### src/inc/osm_pkg.sv
// Package of constants and carrier types for the oscillator mode select block.
//
// Operation
// - RC mode: first pin in, second pin quarter-rate
// - RC-with-I/O mode: second pin becomes I/O
// - Configuration field can pick internal oscillators
// - Internal clock-out: pin one I/O, pin two quarter-rate
// - Internal all-I/O mode: both pins are I/O
// - Two independent internal oscillators, each selectable
// - High-frequency oscillator 8 MHz, software tunable
// - Low-frequency oscillator uncalibrated, nominal 31 kHz
// - Three-bit select picks one of eight frequencies
// - High-frequency enable needs nonzero select and request
// - Clock-select bit switches external and internal
// - Readable flag shows high-frequency oscillator stable
// - Select 111 is 8 MHz, halving; 000 low
// - Clock-select 1 internal, 0 configured source
package osm_pkg;

  // Nominal oscillator figures, kept for reference by users of the block.
  localparam int HF_FREQ_HZ = 8000000;
  localparam int LF_FREQ_HZ = 31000;
  localparam int CLK_FREQ_HZ = 25000000;

  // High-frequency oscillator ticks seen before the stable flag rises.
  localparam logic [3:0] HF_STABLE_TICKS = 4'h8;

  // Register byte offsets on the bus.
  localparam logic [7:0] OFS_CTRL = 8'h00;
  localparam logic [7:0] OFS_TUNE = 8'h04;

  // Control register field positions.
  localparam int CTRL_FSEL_LSB = 4;
  localparam int CTRL_OSTS_BIT = 3;
  localparam int CTRL_HTS_BIT = 2;
  localparam int CTRL_LTS_BIT = 1;
  localparam int CTRL_SCS_BIT = 0;
  localparam int TUNE_W = 5;

  // Reset values and fixed select codes.
  localparam logic [2:0] FSEL_RESET = 3'h6;
  localparam logic [2:0] FSEL_LF = 3'h0;
  localparam logic [2:0] FSEL_MAX = 3'h7;
  localparam logic [TUNE_W-1:0] TUNE_RESET = 5'h00;

  // Encoding of the configuration oscillator field.
  localparam logic [2:0] FOSC_RC = 3'h7;
  localparam logic [2:0] FOSC_RESISTOR_CAPACITOR_IO_MODE = 3'h6;
  localparam logic [2:0] FOSC_INT_QUARTER_RATE_CLOCK_OUTPUT = 3'h5;
  localparam logic [2:0] FOSC_INT_IO = 3'h4;

  // Oscillator modes decoded from the configuration word.
  typedef enum logic [2:0] {
    resistor_capacitor_quarter_rate_clock_output_mode,
    resistor_capacitor_io_mode,
    internal_osc_quarter_rate_clock_output_mode,
    internal_osc_all_io_mode,
    external_clock_mode
  } osm_mode_t;

  // One two-way pin as driven by the block.
  typedef struct packed {
    logic out;
    logic oe;
  } osm_pin_t;

  // APB request as seen by the slave.
  typedef struct packed {
    logic        psel;
    logic        penable;
    logic        pwrite;
    logic [7:0]  paddr;
    logic [31:0] pwdata;
  } osm_apb_req_t;

  // Mask of counter bits that must be all ones for a postscaled tick.
  function automatic logic [5:0] osm_div_mask(input logic [2:0] code);
    osm_div_mask = 6'h3f >> (code - 3'h1);
  endfunction : osm_div_mask

endpackage : osm_pkg

### src/verilog/osm_postscaler.sv
// Binary postscaler that divides the high-frequency oscillator ticks.
`timescale 1ns/10ps
module osm_postscaler (
  input  wire logic       i_ref_clk,
  input  wire logic       i_rst,
  input  wire logic       i_hf_tick,
  input  wire logic [2:0] i_code,
  output logic            o_tick
);
  import osm_pkg::*;

  logic [5:0] count;
  wire  [5:0] mask = osm_div_mask(i_code);
  wire        hit = i_hf_tick && ((count & mask) == mask);

  // Free-running tick counter; a ratio change applies from the next source tick, as the mask is not registered.
  always_ff @(posedge i_ref_clk or posedge i_rst) begin
    if (i_rst) begin
      count  <= 6'h00;
      o_tick <= 1'b0;
    end else begin
      count  <= i_hf_tick ? count + 6'h01 : count;
      o_tick <= hit && (i_code != FSEL_LF);
    end
  end

endmodule : osm_postscaler

### src/verilog/osm_osc_select.sv
// Oscillator mode select: clock source choice, pin roles and APB registers.
//
// The register addresses and the APB slave port were left to the implementer.
`timescale 1ns/10ps
module osm_osc_select (
  input  wire logic                 i_ref_clk,
  input  wire logic                 i_rst,
  input  wire osm_pkg::osm_apb_req_t i_apb,
  output logic [31:0]               o_prdata,
  output logic                      o_pready,
  output logic                      o_pslverr,
  input  wire logic [2:0]           i_cfg_fosc,
  input  wire logic                 i_cfg_two_speed,
  input  wire logic                 i_hf_tick,
  input  wire logic                 i_lf_tick,
  input  wire logic                 i_pin1_in,
  input  wire osm_pkg::osm_pin_t    i_gpio1,
  input  wire osm_pkg::osm_pin_t    i_gpio2,
  output osm_pkg::osm_pin_t         o_pin1,
  output osm_pkg::osm_pin_t         o_pin2,
  output logic                      o_hf_en,
  output logic                      o_lf_en,
  output logic [osm_pkg::TUNE_W-1:0] o_hf_trim,
  output logic                      o_sys_tick
);
  import osm_pkg::*;

  // Configuration capture and software state.
  osm_mode_t   cfg_mode;
  logic        cfg_two_speed;
  logic        cfg_done;
  logic [2:0]  freq_sel;
  logic        system_clock_select;
  logic        high_freq_stable_flag;
  logic        lts;
  logic [3:0]  hf_cnt;
  logic        pin1_last;
  logic [1:0]  quarter_cnt;
  logic        quarter_rate_clock_output;
  logic        post_tick;

  // Configuration field decode, caught once after reset release.
  osm_mode_t next_mode;
  always_comb begin
    case (i_cfg_fosc)
      FOSC_RC:         next_mode = resistor_capacitor_quarter_rate_clock_output_mode;
      FOSC_RESISTOR_CAPACITOR_IO_MODE:       next_mode = resistor_capacitor_io_mode;
      FOSC_INT_QUARTER_RATE_CLOCK_OUTPUT: next_mode = internal_osc_quarter_rate_clock_output_mode;
      FOSC_INT_IO:     next_mode = internal_osc_all_io_mode;
      default:         next_mode = external_clock_mode;
    endcase
  end

  // The configuration word is non-volatile, so it is sampled after reset, never under it.
  always_ff @(posedge i_ref_clk or posedge i_rst) begin
    if (i_rst) begin
      cfg_mode      <= external_clock_mode;
      cfg_two_speed <= 1'b0;
      cfg_done      <= 1'b0;
    end else if (!cfg_done) begin
      cfg_mode      <= next_mode;
      cfg_two_speed <= i_cfg_two_speed;
      cfg_done      <= 1'b1;
    end
  end

  // Mode classes used by the clock and pin logic.
  wire mode_rc     = (cfg_mode == resistor_capacitor_quarter_rate_clock_output_mode);
  wire mode_resistor_capacitor_io_mode   = (cfg_mode == resistor_capacitor_io_mode);
  wire mode_intck  = (cfg_mode == internal_osc_quarter_rate_clock_output_mode);
  wire mode_intio  = (cfg_mode == internal_osc_all_io_mode);
  wire mode_int    = mode_intck || mode_intio;
  wire pin1_is_ck  = cfg_done && !mode_int;

  // The internal path drives the system clock when selected by software or by configuration.
  wire use_int     = system_clock_select || mode_int;
  wire lf_select   = (freq_sel == FSEL_LF);
  wire next_hf_en  = !lf_select && (use_int || cfg_two_speed);
  wire next_lf_en  = use_int && lf_select;

  // Clock ticks from the first pin, the postscaler and the low-frequency oscillator.
  wire pin1_tick   = pin1_is_ck && i_pin1_in && !pin1_last;
  wire lf_tick     = o_lf_en && i_lf_tick;
  wire hf_tick     = o_hf_en && i_hf_tick;
  wire int_tick    = lf_select ? lf_tick : post_tick;
  wire next_sys    = use_int ? int_tick : pin1_tick;
  wire quarter_rate_clock_output_src  = mode_rc ? pin1_tick : int_tick;

  // Postscaler for the high-frequency oscillator.
  osm_postscaler u_post (
    .i_ref_clk (i_ref_clk),
    .i_rst     (i_rst),
    .i_hf_tick (hf_tick),
    .i_code    (freq_sel),
    .o_tick    (post_tick)
  );

  // Enables, system tick and the edge detector for the first pin.
  always_ff @(posedge i_ref_clk or posedge i_rst) begin
    if (i_rst) begin
      o_hf_en    <= 1'b0;
      o_lf_en    <= 1'b0;
      o_sys_tick <= 1'b0;
      pin1_last  <= 1'b0;
    end else begin
      o_hf_en    <= next_hf_en;
      o_lf_en    <= next_lf_en;
      o_sys_tick <= next_sys;
      pin1_last  <= i_pin1_in;
    end
  end

  // Stability: the high-frequency flag rises after a fixed count of ticks.
  // An oscillator that is turned off loses its stable state on the next clock.
  wire hf_done = (hf_cnt == HF_STABLE_TICKS);
  always_ff @(posedge i_ref_clk or posedge i_rst) begin
    if (i_rst) begin
      hf_cnt <= 4'h0;
      high_freq_stable_flag    <= 1'b0;
      lts    <= 1'b0;
    end else begin
      hf_cnt <= !o_hf_en ? 4'h0 : (hf_tick && !hf_done) ? hf_cnt + 4'h1 : hf_cnt;
      high_freq_stable_flag    <= o_hf_en && hf_done;
      lts    <= o_lf_en && (lts || i_lf_tick);
    end
  end

  // Quarter-rate clock output; two source ticks per half period.
  always_ff @(posedge i_ref_clk or posedge i_rst) begin
    if (i_rst) begin
      quarter_cnt <= 2'h0;
      quarter_rate_clock_output      <= 1'b0;
    end else if (quarter_rate_clock_output_src) begin
      quarter_cnt <= quarter_cnt + 2'h1;
      quarter_rate_clock_output      <= (quarter_cnt == 2'h1) ? !quarter_rate_clock_output : (quarter_cnt == 2'h3) ? !quarter_rate_clock_output : quarter_rate_clock_output;
    end
  end

  // Pin role selection for both oscillator pins.
  osm_pin_t next_pin1;
  osm_pin_t next_pin2;
  always_comb begin
    next_pin1 = '{out: 1'b0, oe: 1'b0};
    next_pin2 = '{out: 1'b0, oe: 1'b0};
    if (mode_int) begin
      next_pin1 = i_gpio1;
    end
    if (mode_rc || mode_intck) begin
      next_pin2 = '{out: quarter_rate_clock_output, oe: 1'b1};
    end else if (mode_resistor_capacitor_io_mode || mode_intio) begin
      next_pin2 = i_gpio2;
    end
  end

  // Pins change only after the configuration has been caught.
  always_ff @(posedge i_ref_clk or posedge i_rst) begin
    if (i_rst) begin
      o_pin1 <= '{out: 1'b0, oe: 1'b0};
      o_pin2 <= '{out: 1'b0, oe: 1'b0};
    end else begin
      o_pin1 <= cfg_done ? next_pin1 : '{out: 1'b0, oe: 1'b0};
      o_pin2 <= cfg_done ? next_pin2 : '{out: 1'b0, oe: 1'b0};
    end
  end

  // APB decode; the ready flop adds one wait state so every answer comes from a register.
  wire access   = i_apb.psel && i_apb.penable && !o_pready;
  wire hit_ctrl = (i_apb.paddr == OFS_CTRL);
  wire hit_tune = (i_apb.paddr == OFS_TUNE);
  wire miss     = !hit_ctrl && !hit_tune;
  wire wr_ctrl  = access && i_apb.pwrite && hit_ctrl;
  wire wr_tune  = access && i_apb.pwrite && hit_tune;
  wire osts     = !use_int;

  // Read data mux; the top bits and unmapped addresses read as zero.
  wire [31:0] rd_ctrl = {25'h0, freq_sel, osts, high_freq_stable_flag, lts, system_clock_select};
  wire [31:0] rd_tune = {{(32-TUNE_W){1'b0}}, o_hf_trim};
  wire [31:0] next_rd = hit_ctrl ? rd_ctrl : hit_tune ? rd_tune : 32'h0;

  // Bus answer and register writes, all at the access edge.
  always_ff @(posedge i_ref_clk or posedge i_rst) begin
    if (i_rst) begin
      o_pready  <= 1'b0;
      o_pslverr <= 1'b0;
      o_prdata  <= 32'h0;
      freq_sel  <= FSEL_RESET;
      system_clock_select       <= 1'b0;
      o_hf_trim <= TUNE_RESET;
    end else begin
      o_pready  <= access;
      o_pslverr <= access && miss;
      o_prdata  <= (access && !i_apb.pwrite) ? next_rd : 32'h0;
      if (wr_ctrl) begin
        freq_sel <= i_apb.pwdata[CTRL_FSEL_LSB+2:CTRL_FSEL_LSB];
        system_clock_select      <= i_apb.pwdata[CTRL_SCS_BIT];
      end
      if (wr_tune) begin
        o_hf_trim <= i_apb.pwdata[TUNE_W-1:0];
      end
    end
  end
endmodule : osm_osc_select

### config.mk
export PLATFORM = sky130hd
export DESIGN_NAME = osm_osc_select
export DESIGN_NICKNAME = d
export VERILOG_FILES = /design/src/inc/osm_pkg.sv /design/src/verilog/osm_postscaler.sv /design/src/verilog/osm_osc_select.sv
export SDC_FILE = /design/constraint.sdc
export NUM_CORES = 1
export LEC_CHECK = 0
export BUFFER_PORTS_ARGS = -buffer_cell sky130_fd_sc_hd__buf_2
export CORE_MARGIN = 2
export CORE_UTILIZATION = 25
export CTS_CLUSTER_DIAMETER = 100
export DETAILED_ROUTE_END_ITERATION = 12
export PLACE_DENSITY = 0.47
export SYNTH_ARGS = -nofsm -noshare
export SYNTH_HDL_FRONTEND = slang
export SYNTH_SLANG_ARGS = --single-unit
### constraint.sdc
create_clock -name i_ref_clk -period 1.72 [get_ports i_ref_clk]
set_input_delay 0.344 -clock i_ref_clk [delete_from_list [all_inputs] [get_ports i_ref_clk]]
set_output_delay 0.344 -clock i_ref_clk [all_outputs]
set_load 0.03 [all_outputs]
==> results.json <==
{
  "outcome": "finished clean",
  "worst-setup-path-type": "register to register",
  "io_pins": 102,
  "yosys.cell_count.top_type": "dfrtp_1",
  "power_leakage_nw": 1.40,
  "min_period_ns": 1.57,
  "cts.sinks": 47,
  "end_kind": "register",
  "core-area_sq_um": 8590,
  "cp_max_fo": 4,
  "crit_required_ns": 1.94,
  "grt_max_degree": 22,
  "netlist_area_sq_um": 2190,
  "synth_adder_area_share_pct": 5.14,
  "drt_iter0_markers": 64,
  "peakVddDrop_mv": 0.311,
  "cts_buffers": 5,
  "finalSetupTns_ns": 0,
  "root_buffer": "clkbuf_8",
  "ys_ff_latch": 47,
  "grt_pass1_wl_mm": 6.91,
  "cap_violations": 0,
  "finalMaxSlewViolations": 0,
  "setup_violations": 0,
  "rr_startpoint": "freq_sel[1]",
  "avgSynthCellArea_sq_um": 11.4,
  "drc": 0,
  "antenna_found_initial": 0,
  "period_share_pct": 91.2,
  "fmax_ghz": 0.637,
  "wl_per_cell_um": 11.1,
  "detailed_place_hpwl_mm": 3.19,
  "synth_compound_area_share_pct": 5.25,
  "area_growth_pct": 21.1,
  "drt-total-wl_mm": 4.03,
  "ys.flop_type": "dfrtp_1",
  "ys_warn_count": 0,
  "nNetsFinal": 318,
  "hold_viol_final": 0,
  "synth.distinct_cells": 34,
  "synth-edff-count": 0,
  "synth_area_leaders": "dfrtp_1, buf_4, mux2_2",
  "viasPerCell": 3.97,
  "worst_ep_arrival_time_ns": 1.79,
  "dp_cells": 354,
  "cp-startpoint": "freq_sel[1]",
  "rsz0062_at_grt": "false",
  "h-tree-depth": 2,
  "ys_seq_area_share_pct": 53.8,
  "synth-simple-area-share_pct": 11.2,
  "n_antenna_cell": 0,
  "drive_gt1_share_pct": 32.7,
  "power_density_nw_per_um2": 950,
  "synth_mux_area_share_pct": 8.85,
  "total_power_mw": 2.52,
  "yosysTopAreaCell": "dfrtp_1",
  "clkSlewWorstSetupHoldPaths_ns": 0.09,
  "hold_path_class": "primary input to async pin",
  "ant_nets": 0,
  "drt_first_pass_iters": 4,
  "grt_pass1_vias": 1440,
  "start_util_pct": 25.5,
  "finalCoreUtilization_pct": 30.9,
  "rows": 34,
  "yosys-top-cells-count": "dfrtp_1, buf_4, nor2_1, inv_1, mux2_2",
  "clk_latency_ns": 0.30,
  "final_cells": 362,
  "route.vias.total": 1438,
  "fill_cells": 893,
  "synth_top_area_share_pct": 50.2,
  "track_usage_pct": 8.95,
  "dieWidth_um": 97.6,
  "dieArea_sq_um": 9530,
  "cts_max_path_buffers": 2,
  "synth_cells": 193,
  "gp_congestion": 0.776,
  "finClkSkew_ns": 0.00603,
  "cp-start-kind": "register",
  "die_h_um": 97.6,
  "cts_tree": "done",
  "portBuffers": 51,
  "synth_xor_area_share_pct": 4.00,
  "ys_async_sr_fraction_pct": 100,
  "synth_top_family_by_area": "buffers and inverters",
  "grt_overflow": 0
}
[per-stage QoR]
step	hold WS [ns]	worst slack, ns	area [sq um]
2_1_floorplan	0.375	0.121	2280
3_3_place_gp	0.372	0.00635	2510
3_5_place_dp	0.374	0.0176	2510
4_1_cts	0.0391	0.0263	2650
5_1_grt	0.0613	0.0198	2650
6_report	0.0303	0.151	2650
[worst max-delay path, stage by stage, from the launching register on]
cell	delay (ns)
dfstp_2	0.54
inv_1	0.07
ha_1	0.21
nand2b_1	0.11
a21oi_2	0.08
a21oi_1	0.26
mux2i_1	0.22
[metal layers]
layer	part of all wire [%]	track usage (%)
met5	0	0
met1	43	11.0
met3	6.8	2.52
met2	48	14.6
met4	2.1	3.95
[cell usage in the layout, fill, tap and decap left out, types with 3 or more instances in the layout]
cell type / Yosys / layout
buf_2: 1 / 51
dfrtp_1: 44 / 44
conb_1: 2 / 26
nor2_1: 17 / 17
inv_1: 14 / 13
mux2_2: 11 / 11
ha_1: 9 / 9
a21oi_1: 8 / 7
mux2i_1: 7 / 7
nand2_1: 7 / 7
nand3_1: 6 / 6
xor2_1: 5 / 5
xnor2_1: 5 / 5
clkbuf_8: 0 / 5
buf_4: 25 / 5
nor3_1: 3 / 3
and3_1: 3 / 3
o21ai_0: 3 / 3
dfstp_2: 3 / 3
[final timing paths]
kind	slack (ns)	to	cells after the start
worst min-delay path	0.03	o_lf_en	2
min in group i_ref_clk	0.17	pin1_last	1
worst min register to register	0.47	quarter_rate_clock_output	1
worst max register to register	0.15	quarter_cnt[1]	6
max in group asynchronous	1.15	high_freq_stable_flag	3
worst max-delay path	0.15	quarter_cnt[1]	6
[registers in the layout (all words and copies together) (netlist names), 2 cells and up]
name,cells
o_pin1,2
freq_sel,3
o_pin2,2
o_prdata,7
cfg_mode,3
o_hf_trim,5
u_post.count,6
hf_cnt,4
quarter_cnt,2
[cells by family after synthesis]
logic type	after synthesis
AOI/OAI and AO/OA	19
xor gates and xnor gates	10
adders and majority gates	9
buffers and inverters	41
DFF	47
muxes	18
other	2
and+or+nand+nor	47
[report_power, final]
group,switching (mW),internal (mW)
Sequential,0.0562,1.18
Clock,0.376,0.580
Combinational,0.214,0.120
[area by class of cell]
class | count | area [sq um] | share of cell area (%)
multi-input combinational | 129 | 857 | 32.3
sequential | 47 | 1180 | 44.5
clock inverter | 3 | 67.6 | 2.55
inverter | 14 | 52.6 | 1.98
tap | 108 | 135 | 5.09
timing repair buffer | 56 | 293 | 11.0
clock buffer | 5 | 68.8 | 2.59
[timing repair]
item,CTS,global route
endpoints found under the setup margin,0,3
resized for setup,0,1
hold buffers,0,0
setup buffers,0,0
(Power assumes the default switching activity.)
